$ cat src/rtl/dac_input_map.vh
// constants for the sample input path of the converter
// assumes inclusion by bare name from the rtl files
`ifndef DAC_INPUT_MAP_VH
`define DAC_INPUT_MAP_VH
`define SAMPLE_WIDTH     14
`define SAMPLE_MSB       13
`define CODE_FULL        14'h3fff
`define CODE_ZERO        14'h0000
`define FMT_BINARY       1'b0
`define FMT_TWOS         1'b1
`define SKID_DEPTH       2
`endif

$ cat src/rtl/dac_sample_input_interface.v
// digital sample input of a 14-bit current-steering converter
// assumes sample_word is synchronous to sys_clk; sys_clk is the sample clock
`include "dac_input_map.vh"
`default_nettype none
module dac_sample_input_interface #(
  parameter WIDTH = `SAMPLE_WIDTH
) (
  // clock and reset
  input  wire             sys_clk,
  input  wire             reset_n,
  // sample source
  input  wire [WIDTH-1:0] sample_word,
  input  wire             sample_valid,
  output reg              sample_ready,
  input  wire             format_twos,
  input  wire             sleep,
  // converter paths
  output reg  [WIDTH-1:0] pos_current_path,
  output reg  [WIDTH-1:0] neg_current_path,
  output reg              paths_enabled,
  input  wire             sink_ready
);
  wire             buf_push;
  wire             next_full;
  wire             buf_in_ready;
  wire             buf_out_valid;
  wire [WIDTH-1:0] buf_out_data;
  wire             drain;
  wire [WIDTH-1:0] code;
  wire [WIDTH-1:0] full_code;

  assign full_code = {WIDTH{1'b1}};

  // the format pin is sampled with the word so a change affects only later samples
  function [WIDTH-1:0] to_code;
    input [WIDTH-1:0] word;
    input             twos;
    begin
      if (twos == `FMT_TWOS)
        to_code = {~word[WIDTH-1], word[WIDTH-2:0]};
      else
        to_code = word;
    end
  endfunction

  assign code = to_code(sample_word, format_twos);

  // the word goes straight into the buffer so the paths follow one clock later
  assign buf_push  = sample_valid & sample_ready;
  // ready is a flop, so it follows the buffer's next fill level, not its current one
  assign next_full = (~buf_in_ready & ~drain) | (buf_in_ready & buf_out_valid & buf_push & ~drain);

  // a stalled sink backs up into the buffer, never drops a word
  always @(posedge sys_clk or negedge reset_n)
  begin
    if (!reset_n)
      sample_ready <= 1'b0;
    else
      sample_ready <= ~next_full;
  end

  skid_buffer #(
    .WIDTH (WIDTH)
  ) u_buf (
    .sys_clk   (sys_clk),
    .reset_n   (reset_n),
    .in_valid  (buf_push),
    .in_data   (code),
    .in_ready  (buf_in_ready),
    .out_valid (buf_out_valid),
    .out_data  (buf_out_data),
    .out_ready (sink_ready)
  );

  assign drain = buf_out_valid & sink_ready;

  // outputs hold the last code until a new one drains; sleep forces zero current
  always @(posedge sys_clk or negedge reset_n)
  begin
    if (!reset_n)
    begin
      pos_current_path <= `CODE_ZERO;
      neg_current_path <= `CODE_ZERO;
      paths_enabled    <= 1'b0;
    end
    else
    begin
      paths_enabled <= ~sleep;
      if (sleep)
      begin
        pos_current_path <= `CODE_ZERO;
        neg_current_path <= `CODE_ZERO;
      end
      else if (drain)
      begin
        pos_current_path <= buf_out_data;
        neg_current_path <= full_code - buf_out_data;
      end
    end
  end
endmodule // dac_sample_input_interface
`default_nettype wire

$ cat src/rtl/skid_buffer.v
// two-entry valid/ready buffer for one data word
// assumes one clock, asynchronous active-low reset
`default_nettype none
module skid_buffer #(
  parameter WIDTH = 14
) (
  // clock and reset
  input  wire             sys_clk,
  input  wire             reset_n,
  // fill side
  input  wire             in_valid,
  input  wire [WIDTH-1:0] in_data,
  output wire             in_ready,
  // drain side
  output wire             out_valid,
  output wire [WIDTH-1:0] out_data,
  input  wire             out_ready
);
  reg  [WIDTH-1:0] mem_r [0:1];
  reg              wr_ptr_r;
  reg              rd_ptr_r;
  reg  [1:0]       count_r;
  wire             push;
  wire             pop;

  assign in_ready  = (count_r != 2'd2);
  assign out_valid = (count_r != 2'd0);
  assign out_data  = mem_r[rd_ptr_r];
  assign push      = in_valid & in_ready;
  assign pop       = out_valid & out_ready;

  always @(posedge sys_clk)
  begin
    if (push)
      mem_r[wr_ptr_r] <= in_data;
  end

  always @(posedge sys_clk or negedge reset_n)
  begin
    if (!reset_n)
    begin
      wr_ptr_r <= 1'b0;
      rd_ptr_r <= 1'b0;
      count_r  <= 2'd0;
    end
    else
    begin
      if (push)
        wr_ptr_r <= ~wr_ptr_r;
      if (pop)
        rd_ptr_r <= ~rd_ptr_r;
      if (push && !pop)
        count_r <= count_r + 2'd1;
      else if (pop && !push)
        count_r <= count_r - 2'd1;
    end
  end
endmodule // skid_buffer
`default_nettype wire

$ cat config.mk
export PLATFORM = sky130hd
export DESIGN_NAME = dac_sample_input_interface
export DESIGN_NICKNAME = d
export VERILOG_FILES = /design/src/rtl/dac_sample_input_interface.v /design/src/rtl/skid_buffer.v
export VERILOG_INCLUDE_DIRS = /design/src /design/src/rtl
export SDC_FILE = /design/constraint.sdc
export NUM_CORES = 1
export LEC_CHECK = 0
export BUFFER_PORTS_ARGS = -buffer_cell sky130_fd_sc_hd__buf_2
export CAP_MARGIN = 5
export CORE_UTILIZATION = 50
export CTS_CLUSTER_DIAMETER = 30
export CTS_CLUSTER_SIZE = 30
export DETAILED_ROUTE_END_ITERATION = 16
export PLACE_DENSITY = 0.74
export SYNTH_ARGS = -nofsm -noshare
export SYNTH_HDL_FRONTEND = slang
export SYNTH_SLANG_ARGS = --single-unit
export TNS_END_PERCENT = 50
$ cat constraint.sdc
create_clock -name sys_clk -period 2.45 [get_ports sys_clk]
set_input_delay 0 -clock sys_clk [delete_from_list [all_inputs] [get_ports sys_clk]]
set_output_delay 0 -clock sys_clk [all_outputs]
set_load 0.01 [all_outputs]
# ---- Word level (Yosys, flattened, before mapping)
# Memory sizes are Yosys's and may differ from the RTL's.
# Index checks and enable logic that the tools add are counted.
# W data, S select, Z words.
dict set report word_totals {
  output_inout_bits 30
  reg_bits 34
  n_memories 1
  in_bits 20
  word_cells 43
  mem_bits_rw 28
}
dict set report op_classes {
  reduce_logical 7
  bitwise 15
  n_addsub 3
  n_eq_ne 1
  muxes 9
}
# memory depth width read_ports rd_ports_with_merged_regs write_ports line_no
set memory_table {}
lappend memory_table {u_buf.mem_r 2 14 1 0 1 skid_buffer.v:19} ;# reg [WIDTH-1:0] mem_r [0:1];
# operator count
set ops {}
lappend ops {{$mux W14} 5}
lappend ops {{$sub A14 B14 Y14 const A} 1}
lappend ops {{$and A1 B1 Y1} 7}
lappend ops {{$not A1 Y1} 7}
lappend ops {{$reduce_bool A2 Y1} 3}
lappend ops {{$mux W2} 2}
lappend ops {{$add A2 B1 Y2 const B} 1}
lappend ops {{$logic_and A1 B1 Y1} 2}
lappend ops {{$logic_not A1 Y1} 2}
lappend ops {{$mux W1} 2}
lappend ops {{$ne A2 B2 Y1 const B} 1}
lappend ops {{$sub A2 B1 Y2 const B} 1}
lappend ops {{$or A1 B1 Y1} 1}

# ---- Longest topological paths before layout
dict set report logic_depth {
  depth_word 6
  depth_mapped 8
}

# ---- Hierarchy
# A second synthesis with hierarchy kept.
dict set report unflattened {
  hier_cells 194
  area_unflattened_um2 2741.4
}
# module cells_each seq_area_each_um2 n_inst area_per_inst_um2
set modules_own_cells {}
lappend modules_own_cells {dac_sample_input_interface 132 750.7 1 1471.4}
lappend modules_own_cells {skid_buffer 62 940.9 1 1270.0}

# ---- Worst setup path before layout
# OpenSTA, ideal clock, no wires.
dict set report synth_path {
  kind {reg2reg}
  start {reg u_buf.count_r[0]}
  end {mem u_buf.mem_r[0][0] (enable)}
  slack_ps 629
  required_time_ps 2064
  path_stages_with_launch 4
  setup_ps 386
  path_buffers 0
  arrival_time_ps 1435
  synth_period_minus_slack_ps 1821
  cell_sequence {dfrtp_1 > nand2b_1 > and3_1 > nor2b_1}
}
dict set report synth_via {
  elab_chain_len 4
}
# item line_no
set synth_lines {}
lappend synth_lines {{from (decl)} skid_buffer.v:22} ;# reg [1:0] count_r;
lappend synth_lines {{from (signal assigned)} skid_buffer.v:53} ;# count_r <= count_r + 2'd1;
lappend synth_lines {{from (signal assigned)} skid_buffer.v:55} ;# count_r <= count_r - 2'd1;
lappend synth_lines {{$ne A2 B2 Y1} skid_buffer.v:26} ;# assign in_ready = (count_r != 2'd2);
lappend synth_lines {{$and A1 B1 Y1} skid_buffer.v:29} ;# assign push = in_valid & in_ready;
lappend synth_lines {{net u_buf.push} skid_buffer.v:23} ;# wire push;
lappend synth_lines {{$mux W1} skid_buffer.v:34} ;# if (push)
lappend synth_lines {{$mux W1 (implied by the code)} skid_buffer.v:35} ;# mem_r[wr_ptr_r] <= in_data;
lappend synth_lines {{to (decl)} skid_buffer.v:19}
# The timed path passes the listed nets, and every way through them passes these cells.

# ---- Worst setup path after layout
dict set report layout_path {
  start {reg u_buf.count_r[0]}
  end {mem u_buf.mem_r[1][1] (enable)}
}
# The elaborated chain is that of the path after synthesis.

==> qor.log <==
[drt] via count 1,504
[logic_synthesis] predominant post-synthesis flop cell dfrtp_1
[cells_and_area] post-synthesis to final-layout area growth 25.47%
[logic_synthesis] mean area per synthesized cell 14.68 um2
[worst_setup_path] chain of cells forming the critical path nand2b_1 -> and3_1 -> and2_1
[sta] final setup TNS 0 ps
[worst_setup_path] crit end category register
[global_route] overall track demand over capacity in global routing 20.28%
[placed_design] worst slack at placement 661.1 ps
[cells_and_area] layout cell share with drive strength beyond 1 34.58%
[global_route] global-route wire length before repair 7417 um
[drt] routed wire length 4601 um
[status] violations in the final reports DRC
[worst_setup_path] CP max stage delay 560 ps
[logic_synthesis] area share of the largest cell type after synthesis 35.34%
[logic_synthesis] post-synthesis cell type count 27
[floorplan] Starting Density 53.44%
[drt] detail-routed via count per cell 5.151
[placed_design] number of placed instances, taps included 258
[worst_setup_path] maximum fanout along the worst path 14
[worst_setup_path] Crit Path Category reg -> reg
[logic_synthesis] most numerous cell in the Yosys netlist dfrtp_1
[sta] unrepaired setup endpoints after global routing false
[status] status finished with violations
[sta] pin slew with the least headroom to its limit 772.6 ps
[drt] first drt pass iteration count 11
[cells_and_area] number of antenna diodes 0
[logic_synthesis] Mapped Nets 185
[clock_tree] Post CTS Setup Buffer Count 0
[logic_synthesis] post-synthesis register bit count 62
[logic_synthesis] ranking of synthesized cells by instance count 34 x dfrtp_1, 28 x edfxtp_1, 20 x nand2_1, 14 x mux2i_1, 12 x a21oi_1
[floorplan] number of ports placed on the die boundary 50
[global_route] antenna violations before repair 0
[sta] setup clock skew after layout 8.029 ps
[logic_synthesis] ranking of synthesized cells by area dfrtp_1 35%, edfxtp_1 35%, mux2i_1 5.8%
[clock_tree] Clock Root Buffer clkbuf_8
[placed_design] dpl hpwl 3003 um
[sta] Max Slew Vio Count 0
[logic_synthesis] cell accounting for the most synthesized area dfrtp_1
[logic_synthesis] Synth Instances 164
[floorplan] die width 71.39 um
[sta] worst setup slack after layout 678.3 ps
[pwr] VDD IR-drop max 0.5395 mV
[logic_synthesis] sequential element share of the synthesized area 70.27%
[clock_tree] CTS tree done
[pwr] Power Total 3.246 mW
[placed_design] number of input and output port buffers inserted 49
[floorplan] Core Box Area 0.004504 mm2
[clock_tree] clock-pin slew on the worst setup and hold paths 70 ps
[job] Max Cap Violations 0
[placed_design] final weighted congestion in routability-driven placement 0.7216
[sta] hold violation total from the final report 0
[worst_setup_path] arrival time of the worst setup path 1740 ps
[hold_path] Hold Crit Class in -> reg
[floorplan] area of the die 0.005096 mm2
[pwr] P per Cell Area 1075 mW/mm2
[global_route] GR Overflow Total 0
[clock_tree] clk sinks 62
[drt] number of DRC violations after detailed-routing iteration 0 127
[cells_and_area] fin cells 292
[clock_tree] maximum clock path buffer count 2
[clock_tree] Inserted Clock Buffers 9
[global_route] via count of the first global-routing pass 1,493
[worst_setup_path] Max stage delay cell, worst path and2_1
[logic_synthesis] post-synthesis async set-or-reset flop share 54.84%
[global_route] pin count of the biggest net entering global routing 35
[sta] portion of the clock cycle consumed by the worst path in the final layout 72.31%
[cells_and_area] net count reported at finish 256
[floorplan] vertical die dimension 71.39 um
[drt] number of remaining DRC errors 6
[logic_synthesis] post-synth design cell area 0.002407 mm2
[logic_synthesis] Yosys Warn Count 0
[sta] Tmin final 1772 ps
[drt] routed wirelength normalized by instance count 15.76 um
[drt] DRT antenna net count 0
[worst_setup_path] startpoint type of the worst setup path register
[floorplan] number of placement rows 24
[clock_tree] number of levels in the clock H-tree 3
[pwr] reported leakage power 1.421 nW
[sta] Setup-failing EPs final 0
[clock_tree] total of cells resized after clock tree synthesis 0
[sta] worst max-slew margin expressed relative to the limit 48.49%
[worst_setup_path] CP required 2420 ps
[sta] Achievable Freq 0.5644 GHz
[logic_synthesis] count of flip-flops with a built-in enable after synthesis 28
[clock_tree] worst-skew pair later-pin latency 340 ps
[cells in the final DEF, fill, tap and decap left out, types with 2 or more instances in the layout]
cell type and instances:
a21oi_1 12, a21oi_2 8, buf_2 49, buf_4 2
clkbuf_8 9, clkinv_2 3, dfrtp_1 34, dlygate4sd3_1 18
edfxtp_1 28, mux2i_1 14, nand2_1 20, nand2_2 8
o211a_1 8, o21ai_0 6, xnor2_1 2, xor2_1 4
[worst paths after layout]
kind | to | cells past startpoint | from | slack [ps]
setup / recovery | u_buf.mem_r[1][1]$_DFFE_PP_ | 3 | u_buf.count_r[0]$_DFFE_PN0P_ | 680
hold / removal | neg_current_path[12]$_DFFE_PN0P_ | 2 | sleep | 50
max in group asynchronous | u_buf.count_r[0]$_DFFE_PN0P_ | 2 | reset_n | 1720
setup reg to reg | u_buf.mem_r[1][1]$_DFFE_PP_ | 3 | u_buf.count_r[0]$_DFFE_PN0P_ | 680
min in group asynchronous | neg_current_path[13]$_DFFE_PN0P_ | 2 | reset_n | 260
hold reg to reg | u_buf.count_r[1]$_DFFE_PN0P_ | 1 | u_buf.count_r[1]$_DFFE_PN0P_ | 490
[state kept, by name, summed over array words and instances, names as in the netlist]
signal            flops
u_buf.mem_r          28
neg_current_path     14
pos_current_path     14
u_buf.count_r         2
paths_enabled         1
sample_ready          1
u_buf.rd_ptr_r        1
u_buf.wr_ptr_r        1
[worst max-delay path: cells and delay by family (launching register included)]
| family | cells | cell delay (ps) |
|---|---|---|
| and+or+nand+nor | 3 | 970 |
| DFF | 1 | 440 |
[power breakdown]
part / switching (mW) / internal, mW / total, mW / leakage [nW]
Sequential: 0.180 / 1.37 / 1.55 / 0.699
Combinational: 0.475 / 0.369 / 0.844 / 0.626
Clock: 0.392 / 0.462 / 0.854 / 0.0964
Total: 1.05 / 2.20 / 3.25 / 1.42
[metal layers]
layer  part of all wire (%)  track usage [%]  vias up
met5                      0                0        -
met4                    1.8            10.67        0
met3                    4.7            7.314        8
met2                     48            30.16       46
met1                     45            26.31      729
li1                       -                -      721
[what timing repair did]
action | 4_1_cts | 5_1_grt
hold buffers | 18 | 0
endpoints found under the setup margin | 0 | 0
hold endpoints to repair | 63 | 0
[kinds of logic after synthesis]
kind of cell / Yosys count / synth area share (%)
adders and majority gates: 1 / 0.5197
xor gates and xnor gates: 6 / 2.183
AOI/OAI and AO/OA: 36 / 10.60
muxes: 14 / 5.821
buffers and inverters: 11 / 4.002
and+or+nand+nor: 34 / 6.601
DFF: 62 / 70.27
[final cells by class]
type                    instances  area, um2
clock buffers                   9      123.9
multi-input cells              91      619.3
inverters                       2      15.01
fillers                       353       1484
clock inverters                 7      65.06
well taps                      52      65.06
repair buffers                 69      440.4
flip-flops and latches         62       1692
[stage by stage]
| step | area (um2) | hold slack (ps) | util [%] |
|---|---|---|---|
| global route | 3020 | 44.31 | 67.06 |
| finish | 3020 | 50.50 | 67.06 |
| CTS | 3020 | 25.66 | 67.06 |
| floorplan | 2407 | -295.6 | - |
| global placement | 2651 | 78.38 | 58.86 |
| detailed placement | 2651 | 106.3 | 58.86 |
No activity file was read; power rests on OpenSTA's default activity.
